==> src/verilog/wdf_pkg.sv <==
/*
  Constants for the watchdog with oscillator failure detect: register
  offsets, reset values, the unlock keys and the failure count.
  Assumes a 50 MHz system clock and Avalon-MM with 32-bit words.
*/
package wdf_pkg;

  // ----------------------------------------------------------------
  // Register map (byte addresses, index times four)
  // ----------------------------------------------------------------
  localparam logic [11:0] WDF_IDX_OSC_CTRL   = 12'hF86;
  localparam logic [11:0] WDF_IDX_RELOAD_UP  = 12'hFF1;
  localparam logic [11:0] WDF_IDX_RELOAD_MID = 12'hFF2;
  localparam logic [11:0] WDF_IDX_RELOAD_LOW = 12'hFF3;
  localparam logic [11:0] WDF_IDX_WD_CTRL    = 12'hFF0;
  localparam logic [11:0] WDF_IDX_RESET_STAT = 12'hFF4;
  localparam logic [11:0] WDF_IDX_CMD        = 12'hFF5;
  localparam logic [13:0] WDF_ADDR_OSC_CTRL   = {WDF_IDX_OSC_CTRL, 2'b00};
  localparam logic [13:0] WDF_ADDR_RELOAD_UP  = {WDF_IDX_RELOAD_UP, 2'b00};
  localparam logic [13:0] WDF_ADDR_RELOAD_MID = {WDF_IDX_RELOAD_MID, 2'b00};
  localparam logic [13:0] WDF_ADDR_RELOAD_LOW = {WDF_IDX_RELOAD_LOW, 2'b00};
  localparam logic [13:0] WDF_ADDR_WD_CTRL    = {WDF_IDX_WD_CTRL, 2'b00};
  localparam logic [13:0] WDF_ADDR_RESET_STAT = {WDF_IDX_RESET_STAT, 2'b00};
  localparam logic [13:0] WDF_ADDR_CMD        = {WDF_IDX_CMD, 2'b00};

  // ----------------------------------------------------------------
  // Reset values
  // ----------------------------------------------------------------
  localparam logic [7:0]  WDF_RST_RELOAD_UP  = 8'h00;
  localparam logic [7:0]  WDF_RST_RELOAD_MID = 8'h04;
  localparam logic [7:0]  WDF_RST_RELOAD_LOW = 8'h00;
  localparam logic [7:0]  WDF_RST_OSC_CTRL   = 8'hA0;
  localparam logic [23:0] WDF_COUNT_MAX      = 24'hFFFFFF;
  localparam logic [23:0] WDF_COUNT_ZERO     = 24'h000000;

  // ----------------------------------------------------------------
  // Oscillator control fields
  // ----------------------------------------------------------------
  localparam int WDF_OSC_INT_EN   = 7;
  localparam int WDF_OSC_WD_EN    = 5;
  localparam int WDF_OSC_PFAIL_EN = 4;
  localparam int WDF_OSC_WFAIL_EN = 3;
  localparam logic [2:0] WDF_CLKSEL_WDOSC = 3'h3;

  // Unlock keys
  localparam logic [7:0] WDF_KEY_FIRST  = 8'hE7;
  localparam logic [7:0] WDF_KEY_SECOND = 8'h18;

  // Command register bits
  localparam int WDF_CMD_REFRESH = 0;
  localparam int WDF_CMD_STOP    = 1;

  // Failure detect: system clocks without a watchdog clock edge
  localparam logic [13:0] WDF_FAIL_CYCLES = 14'h1F44;

  // Unlock sequence states
  typedef enum logic [1:0] {
    WDF_LOCKED = 2'b00,
    WDF_HALF   = 2'b01,
    WDF_OPEN   = 2'b10
  } wdf_lock_t;

endpackage : wdf_pkg

==> src/verilog/wdf_sync.sv <==
/*
  Two flip-flop synchroniser for one level.
  Assumes the input is asynchronous to clk.
*/
`timescale 1ns/10ps
module wdf_sync
(
  input  wire logic clk,
  input  wire logic rst_n,
  input  wire logic din,
  output logic      dout
);

  logic stage1_q;

  // Second stage is the only reader of the first
  always_ff @(posedge clk or negedge rst_n)
  begin
    if (!rst_n)
    begin
      stage1_q <= 1'b0;
      dout     <= 1'b0;
    end
    else
    begin
      stage1_q <= din;
      dout     <= stage1_q;
    end
  end

endmodule : wdf_sync

==> src/verilog/wdf_osc_monitor.sv <==
/*
  Watchdog oscillator failure monitor: counts system clocks between
  edges of the synchronised watchdog clock.
  Assumes wdClkSync is already synchronised to clk.
*/
`timescale 1ns/10ps
module wdf_osc_monitor
  import wdf_pkg::*;
(
  input  wire logic clk,
  input  wire logic rst_n,
  input  wire logic enable,
  input  wire logic wdClkSync,
  output logic      wdEdge,
  output logic      failPulse
);

  logic [13:0] cnt_q;
  logic        prev_q;
  logic        edgeSeen;
  logic        limitHit;

  assign edgeSeen = wdClkSync ^ prev_q;
  assign limitHit = (cnt_q == WDF_FAIL_CYCLES - 14'h0001);

  // Count up between edges, flag failure at the limit
  always_ff @(posedge clk or negedge rst_n)
  begin
    if (!rst_n)
    begin
      prev_q    <= 1'b0;
      cnt_q     <= 14'h0000;
      wdEdge    <= 1'b0;
      failPulse <= 1'b0;
    end
    else
    begin
      prev_q    <= wdClkSync;
      wdEdge    <= edgeSeen & wdClkSync;
      failPulse <= enable & ~edgeSeen & limitHit;
      if (!enable || edgeSeen || limitHit)
        cnt_q <= 14'h0000;
      else
        cnt_q <= cnt_q + 14'h0001;
    end
  end

endmodule : wdf_osc_monitor

==> src/verilog/wdf_watchdog.sv <==
/*
  Watchdog timer with 24-bit reload, interrupt or reset response,
  stop mode wake, watchdog oscillator failure detection and a lockable
  oscillator control register, reached over Avalon-MM.
  Assumes wdClk is a free slow clock pin; the core drives refresh and
  stop through the command register or the refreshIn and stopIn pins.
*/
`timescale 1ns/10ps

// How it works
// - Interrupt-mode time-out in stop mode starts recovery and raises interrupt request.
// - Interrupt-mode time-out in stop mode sets watchdog status and stop bits to one.
// - In stop mode, interrupt request is presented only once stop recovery has completed.
// - Reload value is 24 bits over upper, middle and lower byte registers.
// - Reading a reload byte returns the count byte; writing sets the reload byte.
// - After reset the middle reload byte is 04H, others zero.
// - Watchdog oscillator failure raises a non-maskable event, no clock switch.
// - After watchdog oscillator failure, primary oscillator failure detection is disabled.
// - Failure declared after 8004 system clocks without a watchdog clock edge.
// - Oscillator control accepts a write only after E7H then 18H.
// - Oscillator control relocks after one successful write.
// - Oscillator control holds oscillator enables, fail enables and clock select.
// - Failure detect and all clocks disabled halts device until power-on reset.
// - When first enabled the counter loads reload and counts down to zero.
// - Refresh reloads the counter with the reload value, then counting resumes.
// - At zero the watchdog gives interrupt or reset per the option bit.
// - After an interrupt time-out the counter rolls to maximum and continues.
module wdf_watchdog
  import wdf_pkg::*;
(
  input  wire logic        clk,
  input  wire logic        rst_n,
  input  wire logic [13:0] avs_address,
  input  wire logic        avs_read,
  input  wire logic        avs_write,
  input  wire logic [31:0] avs_writedata,
  input  wire logic [3:0]  avs_byteenable,
  output logic [31:0]      avs_readdata,
  output logic             avs_waitrequest,
  output logic [1:0]       avs_response,
  input  wire logic        wdClk,
  input  wire logic        timeoutResetSelectOption,
  input  wire logic        refreshIn,
  input  wire logic        stopIn,
  input  wire logic        primaryFailIn,
  output logic             wdIrq_q,
  output logic             wdResetReq_q,
  output logic             stopRecovery_q,
  output logic             oscFailEvent_q,
  output logic             primaryFailEvent_q,
  output logic             deviceHalt_q
);

  // ----------------------------------------------------------------
  // Storage
  // ----------------------------------------------------------------
  logic [23:0] reload_q;
  logic [23:0] count_q;
  logic [7:0]  oscCtrl_q;
  wdf_lock_t   lock_q;
  logic        started_q;
  logic        timeoutFlag_q;
  logic        stopFlag_q;
  logic        stopMode_q;
  logic        wdFailed_q;
  logic        ackPend_q;
  logic        recoverPend_q;
  logic        refreshPin;
  logic        stopPin;
  logic        primFailPin;
  logic        wdClkSync;
  logic        wdEdge;
  logic        failPulse;

  // Pins from outside pass two flip-flops
  wdf_sync uSyncWd   (.clk(clk), .rst_n(rst_n), .din(wdClk),         .dout(wdClkSync));
  wdf_sync uSyncRef  (.clk(clk), .rst_n(rst_n), .din(refreshIn),     .dout(refreshPin));
  wdf_sync uSyncStop (.clk(clk), .rst_n(rst_n), .din(stopIn),        .dout(stopPin));
  wdf_sync uSyncPf   (.clk(clk), .rst_n(rst_n), .din(primaryFailIn), .dout(primFailPin));

  // ----------------------------------------------------------------
  // Bus decode
  // ----------------------------------------------------------------
  logic accessGo;
  logic wrGo;
  logic rdGo;
  logic lane0;
  logic hitOsc;
  logic hitUp;
  logic hitMid;
  logic hitLow;
  logic hitWdc;
  logic hitRst;
  logic hitCmd;
  logic hitAny;
  logic [7:0] wrByte;

  // One wait cycle per access: answer on the second edge
  assign accessGo = (avs_read | avs_write) & ackPend_q;
  assign wrGo     = accessGo & avs_write & lane0;
  assign rdGo     = accessGo & avs_read;
  assign lane0    = avs_byteenable[0];
  assign wrByte   = avs_writedata[7:0];
  assign hitOsc   = (avs_address == WDF_ADDR_OSC_CTRL);
  assign hitUp    = (avs_address == WDF_ADDR_RELOAD_UP);
  assign hitMid   = (avs_address == WDF_ADDR_RELOAD_MID);
  assign hitLow   = (avs_address == WDF_ADDR_RELOAD_LOW);
  assign hitWdc   = (avs_address == WDF_ADDR_WD_CTRL);
  assign hitRst   = (avs_address == WDF_ADDR_RESET_STAT);
  assign hitCmd   = (avs_address == WDF_ADDR_CMD);
  assign hitAny   = hitOsc | hitUp | hitMid | hitLow | hitWdc | hitRst | hitCmd;

  // ----------------------------------------------------------------
  // Counter control
  // ----------------------------------------------------------------
  logic wdEnabled;
  logic cmdRefresh;
  logic cmdStop;
  logic doRefresh;
  logic atZero;
  logic timeout;
  logic statusRead;

  assign wdEnabled  = oscCtrl_q[WDF_OSC_WD_EN];
  assign cmdRefresh = wrGo & hitCmd & wrByte[WDF_CMD_REFRESH];
  assign cmdStop    = wrGo & hitCmd & wrByte[WDF_CMD_STOP];
  assign doRefresh  = cmdRefresh | refreshPin;
  assign atZero     = (count_q == WDF_COUNT_ZERO);
  assign timeout    = started_q & wdEdge & atZero;
  assign statusRead = rdGo & hitRst;

  // ----------------------------------------------------------------
  // Oscillator control write with unlock
  // ----------------------------------------------------------------
  logic      oscWr;
  logic      oscCommit;
  wdf_lock_t lock_d;

  assign oscWr     = wrGo & hitOsc;
  assign oscCommit = oscWr & (lock_q == WDF_OPEN);
  assign lock_d    = !oscWr                                  ? lock_q     :
                     (lock_q == WDF_LOCKED && wrByte == WDF_KEY_FIRST)  ? WDF_HALF   :
                     (lock_q == WDF_HALF && wrByte == WDF_KEY_SECOND)   ? WDF_OPEN   :
                     WDF_LOCKED;

  // Register stores and the lock state
  always_ff @(posedge clk or negedge rst_n)
  begin
    if (!rst_n)
    begin
      reload_q  <= {WDF_RST_RELOAD_UP, WDF_RST_RELOAD_MID, WDF_RST_RELOAD_LOW};
      oscCtrl_q <= WDF_RST_OSC_CTRL;
      lock_q    <= WDF_LOCKED;
    end
    else
    begin
      lock_q <= lock_d;
      if (oscCommit)
        oscCtrl_q <= wrByte;
      if (wrGo && hitUp)
        reload_q[23:16] <= wrByte;
      if (wrGo && hitMid)
        reload_q[15:8] <= wrByte;
      if (wrGo && hitLow)
        reload_q[7:0] <= wrByte;
    end
  end

  // Down counter, stepped by the watchdog clock
  always_ff @(posedge clk or negedge rst_n)
  begin
    if (!rst_n)
    begin
      count_q   <= WDF_COUNT_MAX;
      started_q <= 1'b0;
    end
    else if (!wdEnabled)
      started_q <= 1'b0;
    else if (!started_q || doRefresh)
    begin
      count_q   <= reload_q;
      started_q <= 1'b1;
    end
    else if (wdEdge)
      count_q <= count_q - 24'h000001;                             // wraps to max
  end

  // Time-out response, stop mode, status flags
  always_ff @(posedge clk or negedge rst_n)
  begin
    if (!rst_n)
    begin
      timeoutFlag_q  <= 1'b0;
      stopFlag_q     <= 1'b0;
      stopMode_q     <= 1'b0;
      recoverPend_q  <= 1'b0;
      wdIrq_q        <= 1'b0;
      wdResetReq_q   <= 1'b0;
      stopRecovery_q <= 1'b0;
    end
    else
    begin
      wdResetReq_q   <= timeout & timeoutResetSelectOption;
      stopRecovery_q <= timeout & ~timeoutResetSelectOption & stopMode_q;
      if (timeout && !timeoutResetSelectOption)
        timeoutFlag_q <= 1'b1;                                     // set wins over clear
      else if (statusRead)
        timeoutFlag_q <= 1'b0;
      if (timeout && !timeoutResetSelectOption && stopMode_q)
        stopFlag_q <= 1'b1;
      else if (statusRead)
        stopFlag_q <= 1'b0;
      if (timeout && !timeoutResetSelectOption && stopMode_q)
        stopMode_q <= 1'b0;
      else if (cmdStop || stopPin)
        stopMode_q <= 1'b1;
      // Recovery marker lasts one cycle only, so a held stop pin
      // cannot pin the request high against the status read clear
      recoverPend_q <= timeout & ~timeoutResetSelectOption & stopMode_q;
      // Request shows at once outside stop mode, after recovery completes in stop mode, drops on the status read
      if (timeout && !timeoutResetSelectOption && !stopMode_q)
        wdIrq_q <= 1'b1;
      else if (recoverPend_q)
        wdIrq_q <= 1'b1;
      else if (statusRead)
        wdIrq_q <= 1'b0;
    end
  end

  // ----------------------------------------------------------------
  // Failure detection
  // ----------------------------------------------------------------
  logic detectOn;

  assign detectOn = oscCtrl_q[WDF_OSC_WFAIL_EN] & ~wdFailed_q;

  wdf_osc_monitor uMon
  (
    .clk       (clk),
    .rst_n     (rst_n),
    .enable    (detectOn),
    .wdClkSync (wdClkSync),
    .wdEdge    (wdEdge),
    .failPulse (failPulse)
  );

  // Failure events and halt
  always_ff @(posedge clk or negedge rst_n)
  begin
    if (!rst_n)
    begin
      wdFailed_q         <= 1'b0;
      oscFailEvent_q     <= 1'b0;
      primaryFailEvent_q <= 1'b0;
      deviceHalt_q       <= 1'b0;
    end
    else
    begin
      oscFailEvent_q <= failPulse;                                 // no switch-over
      if (failPulse)
        wdFailed_q <= 1'b1;
      primaryFailEvent_q <= primFailPin & oscCtrl_q[WDF_OSC_PFAIL_EN] & ~wdFailed_q;
      if (!oscCtrl_q[WDF_OSC_INT_EN] && !oscCtrl_q[WDF_OSC_WD_EN] &&
          !oscCtrl_q[WDF_OSC_PFAIL_EN] && !oscCtrl_q[WDF_OSC_WFAIL_EN])
        deviceHalt_q <= 1'b1;                                      // only reset clears
    end
  end

  // ----------------------------------------------------------------
  // Read mux and bus answer
  // ----------------------------------------------------------------
  logic [7:0] rdByte;

  assign rdByte = hitUp  ? count_q[23:16] :
                  hitMid ? count_q[15:8]  :
                  hitLow ? count_q[7:0]   :
                  hitOsc ? oscCtrl_q      :
                  hitWdc ? {timeoutFlag_q, stopFlag_q, 6'h00} :
                  hitRst ? {timeoutFlag_q, stopFlag_q, wdFailed_q, 5'h00} :
                  8'h00;

  // Waitrequest high one cycle, then answer
  always_ff @(posedge clk or negedge rst_n)
  begin
    if (!rst_n)
    begin
      ackPend_q       <= 1'b0;
      avs_waitrequest <= 1'b1;
      avs_readdata    <= 32'h00000000;
      avs_response    <= 2'b00;
    end
    else
    begin
      ackPend_q       <= (avs_read | avs_write) & ~ackPend_q;
      avs_waitrequest <= ~((avs_read | avs_write) & ~ackPend_q);
      avs_response    <= ((avs_read | avs_write) & ~hitAny) ? 2'b11 : 2'b00;
      if (avs_read && !ackPend_q)
        avs_readdata <= {24'h000000, rdByte};
    end
  end

endmodule : wdf_watchdog

==> config.mk <==
export PLATFORM = sky130hd
export DESIGN_NAME = wdf_watchdog
export DESIGN_NICKNAME = d
export VERILOG_FILES = /design/src/verilog/wdf_pkg.sv /design/src/verilog/wdf_sync.sv /design/src/verilog/wdf_osc_monitor.sv /design/src/verilog/wdf_watchdog.sv
export SDC_FILE = /design/constraint.sdc
export NUM_CORES = 1
export LEC_CHECK = 0
export BUFFER_PORTS_ARGS = -buffer_cell sky130_fd_sc_hd__clkbuf_2
export CORE_MARGIN = 2
export CORE_UTILIZATION = 51
export CTS_CLUSTER_SIZE = 14
export DETAILED_ROUTE_END_ITERATION = 8
export GPL_TIMING_DRIVEN = 1
export PLACE_DENSITY = 0.87
export SYNTH_ARGS = -nofsm -noshare
export SYNTH_HDL_FRONTEND = slang
export SYNTH_HIERARCHICAL = 1
export SYNTH_SLANG_ARGS = --single-unit
==> constraint.sdc <==
create_clock -name clk -period 2.2 [get_ports clk]
set_input_delay 0.33 -clock clk [delete_from_list [all_inputs] [get_ports clk]]
set_output_delay 0.33 -clock clk [all_outputs]
set_load 0.05 [all_outputs]
==> results_dict.tcl, run 1 <==
set metrics [dict create \
    synth_warnings 6 \
    antenna_left 0 \
    synth_top_area_cell "dfrtp_1" \
    worstPathCellList "inv_1, ha_1, nor3b_2, nand4_1, or3_1, a22o_1, o221a_2" \
    clk_pin_slew_ps 110 \
    slowest_delay_ps 400 \
    globalplace.congestion 0.924 \
    routedWlPerCell_um 18.2 \
    post_cts_buffers 0 \
    finalCriticalPeriod_ps 2060 \
    cts_made_buffers 9 \
    avgSynthCellArea_um2 10.5 \
    fmax_mhz 486 \
    reg2reg_depth 7 \
    grt.total_usage_pct 24.2 \
    grt_pass1_wl_um 22100 \
    drt_iter0_markers 341 \
    fin_skew_ps 13.8 \
    drtPass1Iterations 6 \
    status "completed" \
    num_io_pins 100 \
    design_area_um2 6290 \
    gr-total-overflow 0 \
    synthCells 526 \
    route.detailed.drc 0 \
    ys.flop_type "dfrtp_1" \
    synth-async-reset-ratio_pct 100 \
    p_leak_nw 2.73 \
    cp_data_arrival_time_ps 2370 \
    min_period_over_period_pct 93.5 \
    synth_area_um2 5520 \
    cp_max_fo 5 \
    critPathLaunchType "register" \
    coreArea_um2 10400 \
    slew_viol_final 0 \
    clkSinkCount 105 \
    place_hpwl_um 10000 \
    rows 37 \
    crit_required_ps 2520 \
    dieArea_um2 11700 \
    maxCapViolCount 0 \
    syn_to_final_growth_pct 13.9 \
    finalHoldViolCount 0 \
    htreeDepth 3 \
    critical_path_class "register to register" \
    die_w_um 108 \
    num-nets-final 667 \
    ys_ff_latch 105 \
    final-setup-viol-count 0 \
    fin_ws_ps 143 \
    min_path_type "input port to register" \
    grt_max_degree 65 \
    insertedDiodeCount 0 \
    power_density_nw_per_um2 563 \
    start_util_pct 53.0 \
    clockBufferDepth 2 \
    vias 4457 \
    antenna_found_initial 0 \
    netlist-cell-type-count 71 \
    vias_per_cell 5.99 \
    clk_latency_ps 380 \
    cts-root-buf "clkbuf_8" \
    synth_edf_count 0 \
    holdPathStages 1 \
    grt_setup_unrepaired "no" \
    end_kind "register" \
    yosysSeqAreaShare_pct 48.2 \
    io_buffers 48 \
    slowest_stage "dfstp_2" \
    die_h_um 108 \
    synth_top_area_share_pct 34.9 \
    ir_drop_mv 0.388 \
    place_ws_ps -52.8 \
    drive_gt1_share_pct 30.4 \
    cts_tree "done" \
    grt_pass1_vias 4402 \
    dpl-instance-area_um2 6060 \
    final_util_pct 60.4 \
    routed_wirelength_um 13500 \
    synth_area_leaders "dfrtp_1 (35%), dfstp_2 (13%), mux2_2 (6.5%)" \
]
[power by group]
| group | internal, W | switching (W) |
|---|---|---|
| Clock | 0.000550 | 0.000710 |
| Combinational | 0.0000649 | 0.000243 |
| Sequential | 0.00196 | 0.0000163 |
| Total | 0.00257 | 0.000970 |
[final timing paths]
kind                                        startpoint                            to  slack, ps
min                                             stopIn  uSyncStop/stage1_q$_DFF_PN0_         40
max                             count_q[0]$_DFFE_PN1P_       count_q[18]$_DFFE_PN1P_        140
max in group asynchronous                        rst_n       count_q[16]$_DFFE_PN1P_       1200
max reg2reg                     count_q[0]$_DFFE_PN1P_       count_q[18]$_DFFE_PN1P_        140
min in group asynchronous                        rst_n       reload_q[2]$_DFFE_PN0P_        350
min reg2reg                uSyncRef/stage1_q$_DFF_PN0_       uSyncRef/dout$_DFF_PN0_        360
[layer usage]
| metal | track usage (%) | share of wire (%) | vias up |
|---|---|---|---|
| met3 | 5.30 | 6.6 | 34 |
| met2 | 39.0 | 49 | 180 |
| met1 | 32.0 | 42 | 2208 |
| met5 | 0 | 0 | - |
| met4 | 9.71 | 2.3 | 0 |
| li1 | - | - | 2035 |
[logic make-up after synthesis]
kind of cell,count (synthesis),share of synthesized area (%)
simple gates,202,21.6
flops,105,48.2
compound gates,91,11.9
buf+inv,66,6.46
mux,44,8.70
xor+xnor,12,1.90
fa+ha+maj,5,1.13
other cells,1,0.0679
[metrics by stage]
step	instances	hold slack, ps	total power (W)	TNS (ps)
final	744	44.4	0.00354	0
after global routing	744	32.1	0.00368	0
after CTS	744	35.6	0.00357	0
after detailed placement	727	209	0.00232	-244
after global placement	727	205	0.00231	-5.37
after floorplan	549	34.4	0.00222	-388
[cell type report]
type,count,area [um2]
Inverter,20,75.1
Timing Repair Buffer,89,566
Multi-Input combinational cell,378,2610
Clock buffer,9,124
Tap cell,136,170
Sequential cell,105,2660
Fill cell,842,4130
Clock inverter,7,86.3
[state kept, by name, indices dropped and copies added, names as in the netlist, 2 cells and up]
| register | cells |
|---|---|
| avs_readdata | 8 |
| count_q | 24 |
| lock_q | 2 |
| oscCtrl_q | 8 |
| uMon/cnt_q | 14 |
| reload_q | 24 |
[cells in the mapped netlist (all sizes together), types with 8 or more instances]
cell type	count
o21ai	14
mux2	32
a21oi	10
nand4	11
a22o	8
inv	19
nand2b	8
mux2i	12
nor4	14
clkbuf	16
buf	30
nand2	33
dfrtp	77
dfstp	28
or4	9
nor3	28
nand3	15
a211oi	10
or3	8
nor2	41
o31ai	9
[cell usage in the layout, fill, tap and decap left out, drive strengths merged, types with 10 or more instances in the layout]
| cell | netlist | final |
|---|---|---|
| a211oi | 10 | 10 |
| a21oi | 10 | 10 |
| buf | 30 | 41 |
| clkbuf | 16 | 56 |
| conb | 1 | 24 |
| dfrtp | 77 | 77 |
| dfstp | 28 | 28 |
| inv | 19 | 22 |
| mux2 | 32 | 32 |
| mux2i | 12 | 12 |
| nand2 | 33 | 33 |
| nand3 | 15 | 15 |
| nand4 | 11 | 11 |
| nor2 | 41 | 41 |
| nor3 | 28 | 28 |
| nor4 | 14 | 14 |
| o21ai | 14 | 14 |
[worst max-delay path: cells and delay by family, from the launching register on]
| family | cells | cell delay (ps) |
|---|---|---|
| AOI/OAI and AO/OA | 2 | 430 |
| adders and majority gates | 1 | 180 |
| buffers and inverters | 1 | 110 |
| DFF | 1 | 400 |
| and+or+nand+nor | 3 | 870 |
[repair_timing]
item,CTS,global route
gates resized for setup,0,2
hold buffers,1,0
hold endpoints to repair,11,0
endpoints found under the setup margin,0,3
Power figures use the tool's default switching activity.
==> run 2, diff against run 1 <==
- CORE_MARGIN: 2 -> 3
- HOLD_SLACK_MARGIN: not set -> 0.1
==> run 2 against run 1 <==
Setup slack got worse by 5.2 ps. Sequential cell count did not move. Final area rose by 1.3%. Register-to-register slack barely moved. Final cell count rose by 0.94%. Combinational power rose by 3%. Clock skew rose by 6.7 ps. Clock power rose by 4%. First-iteration DRC count rose by 6.5%. Core utilization rose by 0.78 points. Sequential power barely moved. Wire length rose by 2.7%.
==> results_dict.tcl, run 2 (synthesis gave the netlist of run 1 again) <==
set metrics [dict create \
    antenna_left 0 \
    crit_buf_inv 1 \
    top_regs "count_q (24), reload_q (24), uMon/cnt_q (14)" \
    crit_required_ps 2510 \
    rows 37 \
    p_comb_share_pct 8.8 \
    ir_drop_mv 0.487 \
    insertedDiodeCount 0 \
    place_hpwl_um 10200 \
    min_path_type "input port to register" \
    grt_pass1_wl_um 22200 \
    gr-total-overflow 0 \
    drt_iter0_markers 363 \
    drive_gt1_share_pct 30.6 \
    finalHoldViolCount 0 \
    cts_tree "done" \
    num-nets-final 674 \
    coreArea_um2 10400 \
    vias_per_cell 6.05 \
    grt_setup_unrepaired "no" \
    final-setup-viol-count 0 \
    syn_to_final_growth_pct 15.3 \
    slew_viol_final 0 \
    critPathTopFamily "simple AND/OR/NAND/NOR gates" \
    vias 4546 \
    relSlewSlack_pct 43.4 \
    final_common_cell "dfrtp_1" \
    p_int_w 0.00259 \
    power_density_nw_per_um2 566 \
    cp_max_fo 5 \
    min_period_over_period_pct 93.8 \
    clk_pin_slew_ps 120 \
    p_switching_w 0.00101 \
    post_cts_buffers 0 \
    worst_pin_slew_ps 845 \
    num_io_pins 100 \
    cts_made_buffers 9 \
    globalplace.congestion 0.928 \
    io_buffers 48 \
    dieArea_um2 12100 \
    final_cell_mix "dfrtp_1 (77), clkbuf_2 (47), buf_4 (42)" \
    clkSinkCount 105 \
    p_leak_nw 2.78 \
    die_h_um 110 \
    fin_setup_tns_ps 0 \
    seq_power_share_pct 54.7 \
    die_w_um 110 \
    critPathLaunchType "register" \
    final_cells 751 \
    end_kind "register" \
    slowest_delay_ps 410 \
    start_util_pct 53.0 \
    slowest_stage "dfstp_2" \
    cts-root-buf "clkbuf_8" \
    htreeDepth 3 \
    p_sw_share_pct 28.1 \
    drtPass1Iterations 7 \
    routedWlPerCell_um 18.5 \
    dp_cells 730 \
    finalCriticalPeriod_ps 2060 \
    status "completed" \
    dpl-instance-area_um2 6090 \
    worstPathCellList "inv_1, ha_1, nor3b_2, nand4_1, or3_1, a22o_1, o221a_2" \
    p_clk_share_pct 36.5 \
    grt_max_degree 66 \
    fmax_mhz 485 \
    routed_wirelength_um 13900 \
    grt.total_usage_pct 23.9 \
    critical_path_class "register to register" \
    cp_data_arrival_time_ps 2370 \
    antenna_found_initial 0 \
    clk_latency_ps 390 \
    fin_skew_ps 20.4 \
    clockBufferDepth 2 \
    design_area_um2 6370 \
    maxCapViolCount 0 \
    grt_pass1_vias 4352 \
    route.detailed.drc 0 \
]
## run 2: stage by stage
step | setup slack, ps | utilization, % | hold WS, ps | total power [W]
final | 137 | 61.2 | 165 | 0.00361
after CTS | 15.3 | 61.1 | 152 | 0.00362
after global placement | -2.35 | 58.5 | 159 | 0.00231
after global routing | 20.2 | 61.2 | 169 | 0.00373
after floorplan | -58.8 | - | 34.4 | 0.00222
after detailed placement | -35.1 | 58.5 | 158 | 0.00232
## run 2: what timing repair did
item                                    in CTS  in global routing
gates resized for setup                      0                  2
hold endpoints to repair                    84                  0
hold buffers                                 5                  0
endpoints found under the setup margin       0                  3
## run 2: routing by layer
layer / track usage, % / wire [um]
met5: 0 / 0
met2: 39.5 / 6980
met4: 8.19 / 268
met1: 31.9 / 5650
met3: 4.37 / 999
## run 2: worst paths after layout
| check | from | to | slack, ps | cells past startpoint |
|---|---|---|---|---|
| max | count_q[0]$_DFFE_PN1P_ | count_q[18]$_DFFE_PN1P_ | 140 | 7 |
| min | timeoutResetSelectOption | wdResetReq_q$_DFF_PN0_ | 160 | 3 |
| max reg2reg | count_q[0]$_DFFE_PN1P_ | count_q[18]$_DFFE_PN1P_ | 140 | 7 |
| min reg2reg | uSyncWd/stage1_q$_DFF_PN0_ | uSyncWd/dout$_DFF_PN0_ | 350 | 0 |
| max in group asynchronous | rst_n | count_q[20]$_DFFE_PN1P_ | 1210 | 3 |
| min in group asynchronous | rst_n | reload_q[2]$_DFFE_PN0P_ | 280 | 2 |
## run 2: final cells by class
type,count,area [um2]
multi-input combinational,378,2610
tap,136,170
fill,844,4050
sequential,105,2660
clock inverter,7,92.6
inverter,20,75.1
clock buffer,9,124
timing repair buffer,96,641
## run 2: worst reg2reg max path, stage by stage (launching register included)
cell and delay (ps):
dfstp_2 410, inv_1 130, ha_1 180, nor3b_2 240
nand4_1 190, or3_1 400, a22o_1 190, o221a_2 250
## run 2: power by group through the flow
stage          clock network, W  logic [W]  registers (W)
6_report                0.00131   0.000317        0.00197
5_1_grt                 0.00141   0.000340        0.00198
4_1_cts                 0.00133   0.000318        0.00197
3_5_place_dp                  0   0.000310        0.00201
3_3_place_gp                  0   0.000303        0.00201
2_1_floorplan                 0   0.000180        0.00204
==> run 3, diff against run 2 <==
- PLACE_DENSITY: 0.87 -> 0.84
- clock period: 2.2 -> 2.45 ns (I/O delays scaled with it)
==> run 3 against run 2 <==
Core utilization decreased by 1.1 points. Total power fell by 11%. Final area is 1.8% lower. Via count is 1.3% lower. Clock power decreased by 12%. Critical path type unchanged. Sequential power fell by 10%. Final cell count shrank 1.7%. Clock-buffer cell count is the same. Die area unchanged. Wire length increased by 0.45%. Sequential cell count unchanged.
==> results_dict.tcl, run 3 (synthesis gave the netlist of run 1 again) <==
set metrics [dict create \
    status "completed" \
    finalPower_w 0.00321 \
    start_util_pct 53.0 \
    final-setup-viol-count 0 \
    seq_power_share_pct 55.2 \
    critPathLaunchType "register" \
    clk_pin_slew_ps 110 \
    final_cells 738 \
    final_common_cell "dfrtp_1" \
    critical_path_class "register to register" \
    cp_data_arrival_time_ps 2570 \
    clk_latency_ps 390 \
    clockBufferDepth 2 \
    place_ws_ps 31.0 \
    antenna_found_initial 0 \
    final_cell_mix "dfrtp_1 (77), clkbuf_2 (47), nor2_1 (41)" \
    slew_viol_final 0 \
    routedWlPerCell_um 18.9 \
    vias 4486 \
    htreeDepth 3 \
    multiInputGateArea_um2 2590 \
    num-nets-final 661 \
    power_density_nw_per_um2 513 \
    p_sw_share_pct 27.9 \
    cts_made_buffers 9 \
    grt_max_degree 68 \
    wirelength_met1_um 5550 \
    die_h_um 110 \
    min_path_type "input port to register" \
    grt.total_usage_pct 24.4 \
    vias_per_cell 6.08 \
    grt_setup_unrepaired "no" \
    dpl-instance-area_um2 6000 \
    fin_skew_ps 14.5 \
    cp_max_fo 6 \
    p_leak_nw 2.70 \
    insertedDiodeCount 0 \
    relSlewSlack_pct 64.6 \
    clkSinkCount 105 \
    drtPass1Iterations 5 \
    crit_required_ps 2790 \
    place_hpwl_um 10200 \
    worst_pin_slew_ps 531 \
    drive_gt1_share_pct 28.7 \
    cts-root-buf "clkbuf_8" \
    nFillCells 832 \
    route.met3.wl_um 1040 \
    io_buffers 48 \
    route.detailed.drc 0 \
    post_cts_buffers 0 \
    top_regs "count_q (24), reload_q (24), uMon/cnt_q (14)" \
    num_io_pins 100 \
    p_switching_w 0.000897 \
    routed_wirelength_um 14000 \
    syn_to_final_growth_pct 13.2 \
    ir_drop_mv 0.286 \
    ff_latch_area_um2 2660 \
    maxCapViolCount 0 \
    grt_pass1_wl_um 22600 \
    antenna_left 0 \
    p_clk_share_pct 35.9 \
    fmax_mhz 448 \
    p_int_w 0.00231 \
    end_kind "register" \
    dp_cells 717 \
    dieArea_um2 12100 \
    fin_ws_ps 216 \
    rows 37 \
    finalHoldViolCount 0 \
    die_w_um 110 \
    p_comb_share_pct 8.9 \
    grt_pass1_vias 4392 \
    met2_length_um 6980 \
    gr-total-overflow 0 \
    drt_iter0_markers 309 \
    coreArea_um2 10400 \
    cts_tree "done" \
    globalplace.congestion 0.945 \
    finalCriticalPeriod_ps 2230 \
    design_area_um2 6250 \
    fin_setup_tns_ps 0 \
    min_period_over_period_pct 91.2 \
    topRoutingLayerUsed "met4" \
]
## run 3: cell count changes in the layout (fill, tap and decap cells not counted), sizes merged
| cell | before | now |
|---|---|---|
| buf | 44 | 31 |
| clkinvlp | 0 | 2 |
| clkinv | 2 | 1 |
| inv | 24 | 23 |
## run 3: path summary, 6_finish.rpt
kind,start,to,cells after the start,slack (ps)
max,count_q[0]$_DFFE_PN1P_,count_q[12]$_DFFE_PN1P_,8,220
min,timeoutResetSelectOption,wdResetReq_q$_DFF_PN0_,3,190
max reg2reg,count_q[0]$_DFFE_PN1P_,count_q[12]$_DFFE_PN1P_,8,220
min reg2reg,uSyncStop/stage1_q$_DFF_PN0_,uSyncStop/dout$_DFF_PN0_,0,350
max in group asynchronous,rst_n,avs_waitrequest$_DFF_PN1_,3,1190
min in group asynchronous,rst_n,reload_q[2]$_DFFE_PN0P_,2,500
## run 3: layer usage
layer | GRT usage (%) | up-vias
met1 | 31.4 | 2214
met2 | 40.2 | 209
met5 | 0 | -
met3 | 5.18 | 32
li1 | - | 2031
met4 | 9.53 | 0
## run 3: final cells by class
class / instances / area share (%)
Clock buffer: 9 / 1.98
Clock inverter: 7 / 1.36
Inverter: 20 / 1.20
Multi-Input combinational cell: 378 / 41.5
Sequential cell: 105 / 42.6
Tap cell: 136 / 2.72
Timing Repair Buffer: 83 / 8.68
## run 3: timing repair
item                                   in CTS  in global routing
endpoints found under the hold margin      24                  0
gates resized for setup                     0                  0
hold buffers                                5                  0
## run 3: metrics by stage
step	util (%)	hold slack, ps
2_1_floorplan	-	71.9
3_3_place_gp	57.6	334
3_5_place_dp	57.6	336
4_1_cts	60.0	178
5_1_grt	60.0	210
6_report	60.0	190
## run 3: power groups by stage
stage	clock (W)	sequential (W)	combinational, W
2_1_floorplan	0	0.00183	0.000162
3_3_place_gp	0	0.00180	0.000271
3_5_place_dp	0	0.00180	0.000278
4_1_cts	0.00118	0.00177	0.000284
5_1_grt	0.00124	0.00177	0.000307
6_report	0.00115	0.00177	0.000284
## run 3: critical path, cell delays in order, from the launching register on
cell and delay, ps:
dfstp_2 400, inv_1 120, ha_1 260, nor3b_1 350, buf_4 190, nand2_1 140
or4_1 440, a21oi_1 190, a211o_1 120
